## src/rtl/adc_link_pkg.sv

```systemverilog
// shared constants and types of the serial converter link
package adc_link_pkg;
  // ==========================================================
  // clocking
  localparam int unsigned CLK_KHZ = 200000;
  localparam int unsigned OSC_KHZ = 4500;
  localparam int unsigned OSC_HALF_CYC = CLK_KHZ / (2 * OSC_KHZ);
  localparam int unsigned OSC_START_NS = 100;
  localparam int unsigned OSC_START_CYC = (OSC_START_NS * CLK_KHZ + 999999) / 1000000;
  localparam int unsigned CONV_OSC_DEF = 16;
  localparam int unsigned SCLK_HALF_DEF = 13;
  localparam int unsigned REF_WAIT_MS = 10;
  localparam int unsigned REF_WAIT_CYC = REF_WAIT_MS * CLK_KHZ;
  // ==========================================================
  // control byte layout
  typedef enum logic [2:0] {
    MODE_EXT_CLK = 3'h0,
    MODE_EXT_ACQ = 3'h1,
    MODE_INT_CLK = 3'h2,
    MODE_RSVD3 = 3'h3,
    MODE_RESET = 3'h4,
    MODE_RSVD5 = 3'h5,
    MODE_PART_PD = 3'h6,
    MODE_FULL_PD = 3'h7
  } mode_t;
  localparam int unsigned START_POS = 7;
  localparam int unsigned FIELD_MSB = 6;
  localparam int unsigned FIELD_LSB = 4;
  localparam int unsigned TAIL_MSB = 3;
  localparam logic [3:0] MODE_TAIL = 4'h8;
  localparam logic [3:0] CONV_TAIL = 4'h0;
  localparam int unsigned RES_W = 16;
  // ==========================================================
  // serial clock edge numbers within a frame
  localparam logic [5:0] CMD_LAST = 6'h07;
  localparam logic [5:0] CMD_EDGES = 6'h08;
  localparam logic [5:0] EXT_SAMPLE_EDGE = 6'h0E;
  localparam logic [5:0] EXT_OUT_EDGE = 6'h10;
  localparam logic [5:0] EXT_LAST_EDGE = 6'h20;
  localparam logic [5:0] EXT_READ_FIRST = 6'h11;
  localparam logic [5:0] ACQ_SAMPLE_EDGE = 6'h10;
  localparam logic [5:0] INT_RELEASE_EDGE = 6'h08;
  localparam logic [5:0] READ_EDGES = 6'h10;
  localparam logic [5:0] READ_FIRST = 6'h01;
  localparam logic [5:0] NO_READ = 6'h3F;
  localparam logic [7:0] INT_SAMPLE_OSC = 8'h0B;
endpackage

```

## src/rtl/adc_link_if.sv

```systemverilog
// serial link between converter end and host end
interface adc_link_if;
  logic cs_n;
  logic sclk;
  logic din;
  logic dout;
  logic conversion_done_strobe;
  modport dev (input cs_n, input sclk, input din, output dout, output conversion_done_strobe);
  modport host (output cs_n, output sclk, output din, input dout, input conversion_done_strobe);
endinterface

```

## src/rtl/adc_host_ctrl.sv

```systemverilog
// host end: serial master with result fifo
// ==========================================================
// result fifo with registered outputs
module adc_word_fifo #(
  parameter int unsigned WIDTH = 16,
  parameter int unsigned DEPTH = 4
) (
  // clock and reset
  input wire logic i_ref_clk,
  input wire logic i_rst_n,
  // fill side
  input wire logic i_in_valid,
  input wire logic [WIDTH-1:0] i_in_data,
  output logic o_in_ready,
  // drain side
  output logic o_out_valid,
  output logic [WIDTH-1:0] o_out_data,
  input wire logic i_out_ready
);
  localparam int unsigned AW = (DEPTH > 1) ? $clog2(DEPTH) : 1;
  typedef struct packed {
    logic [DEPTH-1:0][WIDTH-1:0] mem;
    logic [AW-1:0] wr;
    logic [AW-1:0] rd;
    logic [AW:0] cnt;
    logic in_ready;
    logic out_valid;
    logic [WIDTH-1:0] out_data;
  } fifo_st_t;
  localparam fifo_st_t RST = '{in_ready: 1'b1, default: '0};

  fifo_st_t f_q;
  fifo_st_t f_d;

  // wrap works for depths that are not a power of two
  function automatic logic [AW-1:0] ptr_inc(input logic [AW-1:0] p);
    ptr_inc = (p == AW'(DEPTH - 1)) ? '0 : p + AW'(1);
  endfunction

  // full and empty flags follow the next count, so they never lie
  always_comb begin
    f_d = f_q;
    if (i_in_valid && f_q.in_ready) begin
      f_d.mem[f_q.wr] = i_in_data;
      f_d.wr = ptr_inc(f_q.wr);
    end
    if (i_out_ready && f_q.out_valid) begin
      f_d.rd = ptr_inc(f_q.rd);
    end
    if ((i_in_valid && f_q.in_ready) && !(i_out_ready && f_q.out_valid)) begin
      f_d.cnt = f_q.cnt + (AW+1)'(1);
    end else if (!(i_in_valid && f_q.in_ready) && (i_out_ready && f_q.out_valid)) begin
      f_d.cnt = f_q.cnt - (AW+1)'(1);
    end
    f_d.in_ready = (f_d.cnt != (AW+1)'(DEPTH));
    f_d.out_valid = (f_d.cnt != '0);
    f_d.out_data = f_d.mem[f_d.rd];
  end

  always_ff @(posedge i_ref_clk or negedge i_rst_n) begin
    if (!i_rst_n) begin
      f_q <= RST;
    end else begin
      f_q <= f_d;
    end
  end

  assign o_in_ready = f_q.in_ready;
  assign o_out_valid = f_q.out_valid;
  assign o_out_data = f_q.out_data;
endmodule

// ==========================================================
// serial master
module adc_host_ctrl #(
  parameter int unsigned SCLK_HALF = adc_link_pkg::SCLK_HALF_DEF,
  parameter int unsigned REF_WAIT_CYC = adc_link_pkg::REF_WAIT_CYC,
  parameter int unsigned FIFO_DEPTH = 4
) (
  // clock and reset
  input wire logic i_ref_clk,
  input wire logic i_rst_n,
  // serial link
  adc_link_if.host link,
  // commands
  input wire logic i_cmd_valid,
  input wire logic i_cmd_is_mode,
  input wire logic [2:0] i_cmd_code,
  output logic o_mode_ready,
  output logic o_conv_ready,
  output logic o_ref_ok,
  // results
  output logic o_word_valid,
  output logic [adc_link_pkg::RES_W-1:0] o_word_data,
  input wire logic i_word_ready
);
  typedef enum logic [2:0] {H_IDLE, H_SETUP, H_CLK, H_HOLD, H_WAIT, H_PUSH} hstate_t;
  typedef struct packed {
    logic [1:0] dout_sync;
    logic [1:0] strb_sync;
    hstate_t st;
    adc_link_pkg::mode_t mode;
    logic conv;
    logic [7:0] div;
    logic sclk;
    logic cs_n;
    logic din;
    logic [5:0] edge_cnt;
    logic [5:0] n_edges;
    logic [5:0] rd_first;
    logic [7:0] tx;
    logic [adc_link_pkg::RES_W-1:0] rx;
    logic [31:0] wait_cnt;
    logic ref_ok;
    logic mode_rdy;
    logic conv_rdy;
    logic push;
  } host_st_t;
  localparam host_st_t RST = '{cs_n: 1'b1, st: H_IDLE, mode: adc_link_pkg::MODE_EXT_CLK, default: '0};

  host_st_t h_q;
  host_st_t h_d;
  logic fifo_ready;
  logic take;
  logic half;

  assign take = i_cmd_valid && (i_cmd_is_mode ? h_q.mode_rdy : h_q.conv_rdy);
  assign half = (h_q.div == 8'(SCLK_HALF - 1));

  always_comb begin
    h_d = h_q;
    h_d.dout_sync = {h_q.dout_sync[0], link.dout};
    h_d.strb_sync = {h_q.strb_sync[0], link.conversion_done_strobe};
    // reference settling after power-up and after full power-down
    if (!h_q.ref_ok) begin
      h_d.wait_cnt = h_q.wait_cnt + 32'h1;
      if (h_q.wait_cnt == 32'(REF_WAIT_CYC - 1)) begin
        h_d.ref_ok = 1'b1;
      end
    end
    case (h_q.st)
      H_IDLE: begin
        if (take && i_cmd_is_mode) begin
          // reserved codes are taken and dropped, never sent
          if (i_cmd_code != adc_link_pkg::MODE_RSVD3 && i_cmd_code != adc_link_pkg::MODE_RSVD5) begin
            h_d.tx = {1'b1, i_cmd_code, adc_link_pkg::MODE_TAIL};
            h_d.n_edges = adc_link_pkg::CMD_EDGES;
            h_d.rd_first = adc_link_pkg::NO_READ;
            h_d.conv = 1'b0;
            h_d.st = H_SETUP;
            h_d.mode = (i_cmd_code == adc_link_pkg::MODE_RESET) ? adc_link_pkg::MODE_EXT_CLK :
              adc_link_pkg::mode_t'(i_cmd_code);
            if (h_q.mode == adc_link_pkg::MODE_FULL_PD && i_cmd_code != adc_link_pkg::MODE_FULL_PD) begin
              h_d.ref_ok = 1'b0;
              h_d.wait_cnt = '0;
            end
          end
        end else if (take) begin
          h_d.tx = {1'b1, i_cmd_code, adc_link_pkg::CONV_TAIL};
          h_d.conv = 1'b1;
          h_d.st = H_SETUP;
          case (h_q.mode)
            adc_link_pkg::MODE_EXT_ACQ: begin
              h_d.n_edges = adc_link_pkg::ACQ_SAMPLE_EDGE;
              h_d.rd_first = adc_link_pkg::NO_READ;
            end
            adc_link_pkg::MODE_INT_CLK: begin
              h_d.n_edges = adc_link_pkg::INT_RELEASE_EDGE;
              h_d.rd_first = adc_link_pkg::NO_READ;
            end
            default: begin
              h_d.n_edges = adc_link_pkg::EXT_LAST_EDGE;
              h_d.rd_first = adc_link_pkg::EXT_READ_FIRST;
            end
          endcase
        end
        if (h_d.st == H_SETUP) begin
          h_d.cs_n = 1'b0;
          h_d.din = h_d.tx[adc_link_pkg::START_POS];
          h_d.div = '0;
          h_d.edge_cnt = '0;
        end
      end
      H_SETUP, H_CLK: begin
        // serial clock from a divider; data changes on falling, is read on rising
        h_d.div = h_q.div + 8'h01;
        if (half) begin
          h_d.div = '0;
          h_d.st = H_CLK;
          if (!h_q.sclk) begin
            h_d.sclk = 1'b1;
            h_d.edge_cnt = h_q.edge_cnt + 6'h01;
            if (h_d.edge_cnt >= h_q.rd_first && h_d.edge_cnt <= h_q.n_edges) begin
              h_d.rx = {h_q.rx[adc_link_pkg::RES_W-2:0], h_q.dout_sync[1]};
            end
          end else begin
            h_d.sclk = 1'b0;
            h_d.tx = {h_q.tx[6:0], 1'b0};
            h_d.din = h_q.tx[6];
            if (h_q.edge_cnt == h_q.n_edges) begin
              h_d.st = H_HOLD;
            end
          end
        end
      end
      H_HOLD: begin
        // select rises half a clock after the last falling edge
        h_d.div = h_q.div + 8'h01;
        if (half) begin
          h_d.cs_n = 1'b1;
          h_d.din = 1'b0;
          if (h_q.rd_first != adc_link_pkg::NO_READ) begin
            h_d.push = 1'b1;
            h_d.st = H_PUSH;
          end else begin
            h_d.st = h_q.conv ? H_WAIT : H_IDLE;
          end
        end
      end
      H_WAIT: begin
        // clock and data idle while the converter runs on its own clock
        if (h_q.strb_sync[1]) begin
          h_d.cs_n = 1'b0;
          h_d.div = '0;
          h_d.edge_cnt = '0;
          h_d.tx = '0;
          h_d.n_edges = adc_link_pkg::READ_EDGES;
          h_d.rd_first = adc_link_pkg::READ_FIRST;
          h_d.st = H_SETUP;
        end
      end
      default: begin
        if (fifo_ready) begin
          h_d.push = 1'b0;
          h_d.st = H_IDLE;
        end
      end
    endcase
    // readiness is registered; a full fifo holds conversions back
    h_d.mode_rdy = (h_q.st == H_IDLE) && (h_d.st == H_IDLE) && !take;
    h_d.conv_rdy = h_d.mode_rdy && h_d.ref_ok && fifo_ready && (h_d.mode != adc_link_pkg::MODE_PART_PD) &&
      (h_d.mode != adc_link_pkg::MODE_FULL_PD);
  end

  always_ff @(posedge i_ref_clk or negedge i_rst_n) begin
    if (!i_rst_n) begin
      h_q <= RST;
    end else begin
      h_q <= h_d;
    end
  end

  // result buffer between serial reader and user
  adc_word_fifo #(.WIDTH(adc_link_pkg::RES_W), .DEPTH(FIFO_DEPTH)) u_fifo (
    .i_ref_clk(i_ref_clk),
    .i_rst_n(i_rst_n),
    .i_in_valid(h_q.push),
    .i_in_data(h_q.rx),
    .o_in_ready(fifo_ready),
    .o_out_valid(o_word_valid),
    .o_out_data(o_word_data),
    .i_out_ready(i_word_ready)
  );

  assign link.cs_n = h_q.cs_n;
  assign link.sclk = h_q.sclk;
  assign link.din = h_q.din;
  assign o_mode_ready = h_q.mode_rdy;
  assign o_conv_ready = h_q.conv_rdy;
  assign o_ref_ok = h_q.ref_ok;
endmodule

```

## src/flat_wrapper.sv

```systemverilog
// flat-port wrapper written by rule: the top's interface ports become plain ports
module adc_host_ctrl_flat 
#(
  parameter int unsigned SCLK_HALF = adc_link_pkg::SCLK_HALF_DEF,
  parameter int unsigned REF_WAIT_CYC = adc_link_pkg::REF_WAIT_CYC,
  parameter int unsigned FIFO_DEPTH = 4
)
  (i_ref_clk, i_rst_n, i_cmd_valid, i_cmd_is_mode, i_cmd_code, o_mode_ready, o_conv_ready, o_ref_ok, o_word_valid, o_word_data, i_word_ready, link_cs_n, link_sclk, link_din, link_dout, link_conversion_done_strobe);
  adc_link_if link_i ();
  input wire logic i_ref_clk;
  input wire logic i_rst_n;
  input wire logic i_cmd_valid;
  input wire logic i_cmd_is_mode;
  input wire logic [2:0] i_cmd_code;
  output logic o_mode_ready;
  output logic o_conv_ready;
  output logic o_ref_ok;
  output logic o_word_valid;
  output logic [adc_link_pkg::RES_W-1:0] o_word_data;
  input wire logic i_word_ready;
  output wire logic [$bits(link_i.cs_n)-1:0] link_cs_n;
  output wire logic [$bits(link_i.sclk)-1:0] link_sclk;
  output wire logic [$bits(link_i.din)-1:0] link_din;
  input wire logic [$bits(link_i.dout)-1:0] link_dout;
  input wire logic [$bits(link_i.conversion_done_strobe)-1:0] link_conversion_done_strobe;
  assign link_cs_n = link_i.cs_n;
  assign link_sclk = link_i.sclk;
  assign link_din = link_i.din;
  assign link_i.dout = link_dout;
  assign link_i.conversion_done_strobe = link_conversion_done_strobe;
  adc_host_ctrl #(.SCLK_HALF(SCLK_HALF), .REF_WAIT_CYC(REF_WAIT_CYC), .FIFO_DEPTH(FIFO_DEPTH)) u_core (.i_ref_clk(i_ref_clk), .i_rst_n(i_rst_n), .link(link_i), .i_cmd_valid(i_cmd_valid), .i_cmd_is_mode(i_cmd_is_mode), .i_cmd_code(i_cmd_code), .o_mode_ready(o_mode_ready), .o_conv_ready(o_conv_ready), .o_ref_ok(o_ref_ok), .o_word_valid(o_word_valid), .o_word_data(o_word_data), .i_word_ready(i_word_ready));
endmodule
```

## config.mk

```make
export PLATFORM = sky130hd
export DESIGN_NAME = adc_host_ctrl_flat
export DESIGN_NICKNAME = d
export VERILOG_FILES = /design/src/rtl/adc_link_pkg.sv /design/src/rtl/adc_link_if.sv /design/src/rtl/adc_host_ctrl.sv /design/src/flat_wrapper.sv
export SDC_FILE = /design/constraint.sdc
export NUM_CORES = 1
export LEC_CHECK = 0
export BUFFER_PORTS_ARGS = -buffer_cell sky130_fd_sc_hd__buf_2
export CAP_MARGIN = 40
export CELL_PAD_IN_SITES_DETAIL_PLACEMENT = 1
export CELL_PAD_IN_SITES_GLOBAL_PLACEMENT = 2
export CORE_MARGIN = 10
export CORE_UTILIZATION = 38
export DETAILED_ROUTE_END_ITERATION = 12
export HOLD_SLACK_MARGIN = 0.08
export PLACE_DENSITY_LB_ADDON = 0.1
export SLEW_MARGIN = 15
export SYNTH_ARGS = -nofsm -noshare
export SYNTH_HDL_FRONTEND = slang
export SYNTH_HIERARCHICAL = 1
export SYNTH_SLANG_ARGS = --single-unit
```

## constraint.sdc

```tcl
create_clock -name i_ref_clk -period 2.75 [get_ports i_ref_clk]
set_input_delay 0.55 -clock i_ref_clk [delete_from_list [all_inputs] [get_ports i_ref_clk]]
set_output_delay 0.55 -clock i_ref_clk [all_outputs]
set_load 0.005 [all_outputs]
```

==> impl_metrics.csv <==
group,metric,value,unit
detailed_routing,ant_nets,0,
placed_design,dpl.hpwl,14.62,mm
grt,grt_overflow,0,
sta,fin_crit,2.599,ns
placed_design,portBuffers,32,
synthesis,yosys.area_share.simple,13.49,%
run_status,outcome,"complete, no violations",
clocking,cts-buffers-inserted,17,
pwr,ir_drop,0.0004224,V
synthesis,synthAdderAreaFrac,2.924,%
final_layout,utilization,42.89,%
clocking,cts_tree,"built",
grt,grt_pass1_wl,35.82,mm
sta,slew-limit-headroom,52.97,%
detailed_routing,vias,6070,
synthesis,yosysWarnings,6,
final_layout,regArea,0.004559,mm2
synthesis,synth_edf_count,0,
floorplan,fp.dieH,173.8,um
sta,tightest_slew,0.7055,ns
synthesis,synth_compound_area_share,12.20,%
synthesis,synth_ff_type,"dfrtp_1",
floorplan,initial_core_util,38.40,%
grt,grtUsageTotal,14.44,%
synthesis,syn_area,0.008986,mm2
pwr,p_per_area,515.5,mW/mm2
sta,final_hold_viol_count,0,
final_layout,multiInputGateArea,0.003847,mm2
grt,antenna_found_initial,0,
critical_path,worst_ep_required_time,3.06,ns
clocking,clock_path_buffers,2,
synthesis,synth_area_leaders,"dfrtp_1 50%, mux2i_1 5.3%, mux2_2 4.4%, inv_1 3.0%, ha_1 2.9%",
detailed_routing,avgRoutedWirePerCell,18.32,um
detailed_routing,drcViolationCount,0,
grt,grt_pass1_vias,6685,
synthesis,async_flop_share,100.0,%
final_layout,synthToLayoutAreaGrowth,11.70,%
critical_path,start_kind,"flop",
critical_path,path_class,"reg -> reg",
clocking,htree_levels,4,
floorplan,num_rows,56,
sta,hold_slack,0.1564,ns
detailed_routing,via_per_inst,5.228,
synthesis,ys_ff_latch,182,
synthesis,synth_top_area_share,50.13,%
placed_design,gp_congestion,0.7900,
sta,fmax,384.7,MHz
detailed_routing,totalWireLength,21.27,mm
clocking,cts_num_sinks,182,
clocking,cts_setup_buffers,0,
clocking,worst_setup_hold_path_clk_slew,0.07,ns
floorplan,core_area,0.02340,mm2
synthesis,synth_nets,831,
sta,setup_violations,0,
final_layout,drive_above_1_share,21.14,%
detailed_routing,drtIter0Drc,320,
clocking,cts_root_buf,"clkbuf_16",
pwr,leakagePower,5.163,nW
synthesis,synth-xor-area-share,3.996,%
final_layout,fill_cells,2577,
sta,fin_ws,0.1507,ns
detailed_routing,drtPass1Iterations,4,
synthesis,yosysSeqAreaShare,50.71,%
clocking,insertion_delay,0.43,ns
critical_path,crit_fanout,16,
sta,worst_clock_skew,0.01358,ns
sta,slew_violations,0,
synthesis,synth_top_family_by_area,"simple AND/OR/NAND/NOR gates",
worst_hold_path,hold_class,"in -> async",
synthesis,synth_area_leader_cell,"dfrtp_1",
final_layout,nNetsFinal,861,
critical_path,end_kind,"flop",
synthesis,avgSynthCellArea,11.23,um2
floorplan,die_width,173.8,um
grt,grt_max_degree,80,
final_layout,diodes,0,
floorplan,ios,33,
placed_design,pre_cts_slack,0.07033,ns
critical_path,critical_path_arrival,2.91,ns
synthesis,synthMuxAreaShare,10.07,%
synthesis,synth_cell_type_count,78,
synthesis,synthCells,800,
sta,period_share,94.52,%
run,drv_cap,0,
sta,tns,0,ns
floorplan,dieArea,0.03020,mm2
## repair_timing
item | in CTS | in global routing
gates resized for setup | 0 | 3
hold buffers | 0 | 0
setup endpoints to repair | 0 | 16
## layout by cell type, fill, tap and decap left out, drive strengths merged, types with 3 or more instances in the layout
cell type    n
nand2       43
a22o         7
o21ai       30
nor4b        4
a211oi       4
buf         54
clkbuf      18
and2         4
xor2        23
and4         6
mux2i       48
a31oi        6
dfrtp      180
or3         10
a21oi       25
nor3        12
o32ai        3
a221oi      16
o2bb2ai     16
inv         78
mux2        37
or2          5
nand3       30
nand2b      12
o31ai        4
nor2        55
xnor2       18
clkinvlp     4
and3         8
nor4         8
ha          21
clkinv       3
o211ai       6
nand4       11
## worst paths after layout
| check | endpoint | slack, ns | startpoint | cells past startpoint |
|---|---|---|---|---|
| max | u_core/h_q[38]$_DFFE_PN0P_ | 0.15 | u_core/h_q[73]$_DFFE_PN0P_ | 11 |
| min | u_core/h_q[69]$_DFFE_PN0P_ | 0.16 | i_rst_n | 1 |
| max reg2reg | u_core/h_q[38]$_DFFE_PN0P_ | 0.15 | u_core/h_q[73]$_DFFE_PN0P_ | 11 |
| min reg2reg | u_core/h_q[97]$_DFF_PN0_ | 0.36 | u_core/h_d[97]$_DFF_PN0_ | 0 |
| max in group asynchronous | u_core/u_fifo/o_in_ready$_DFF_PN1_ | 1.79 | i_rst_n | 2 |
| min in group i_ref_clk | u_core/h_d[99]$_DFF_PN0_ | 0.23 | link_dout | 1 |
## cell usage after synthesis (all sizes together), types with 18 or more instances
cell type,n
dfrtp,180
xnor2,18
mux2,37
ha,21
nor2,55
xor2,23
o21ai,30
buf,33
inv,72
nand2,43
mux2i,48
nand3,30
a21oi,25
## report_power, final
part	total, W	leakage [nW]	switching (W)	internal, W
combinational	0.0000809	2.61	0.0000654	0.0000155
clock	0.00241	0.269	0.00114	0.00127
sequential	0.00268	2.29	0.00000221	0.00268
total	0.00517	5.16	0.00121	0.00397
## worst max-delay path, cell delays in order, from the launching register on
cell	delay [ns]
dfrtp_1	0.43
ha_1	0.20
nand3_1	0.13
xnor2_2	0.24
ha_1	0.29
o21ai_0	0.10
nand2b_1	0.08
a21oi_1	0.16
a31oi_1	0.07
a211oi_2	0.24
buf_12	0.20
mux2_2	0.34
## metrics by stage
stage / cell area (um2) / power [W] / cells
finish: 10040 / 0.005175 / 1161
global route: 10040 / 0.005400 / 1161
CTS: 10030 / 0.005258 / 1161
detailed placement: 9458 / 0.002818 / 1130
global placement: 9458 / 0.002816 / 1130
floorplan: 8986 / 0.002740 / 800
## per-layer routing
layer / global-route usage (%) / vias to the layer above / wire (um) / share of wire (%)
li1: - / 2870 / - / -
met1: 19.24 / 3129 / 10210 / 48
met2: 23.55 / 60 / 10330 / 49
met3: 2.853 / 11 / 565 / 2.7
met4: 3.563 / 0 / 159 / 0.75
met5: 0 / - / 0 / 0
## kinds of logic (layout without fill, tap and decap cells)
family / count (synthesis) / in the layout
fa+ha+maj: 21 / 21
buf+inv: 116 / 158
simple gates: 220 / 220
compound gates: 135 / 135
flops: 182 / 182
mux: 85 / 85
xor+xnor: 41 / 41
## cell type report
cell class,instances,area share [%]
clock inverter,14,1.434
sequential,182,45.43
clock buffer,17,4.238
inverter,72,2.693
multi-input combinational,502,38.33
tap,319,3.977
timing repair buffer,55,3.902
## flip-flops by register name, summed over array words and instances (netlist names)
signal	cells
u_core/h_q	85
u_core/u_fifo/f_q	71
u_core/link.sclk	1
u_core/u_fifo/o_in_ready	1
u_core/u_fifo/o_out_data	16
u_core/o_mode_ready	1
u_core/link.cs_n	1
u_core/o_conv_ready	1
u_core/h_d	2
u_core/o_ref_ok	1
u_core/u_fifo/o_out_valid	1
u_core/link.din	1
Note: power is estimated with default switching activity, not from simulation.
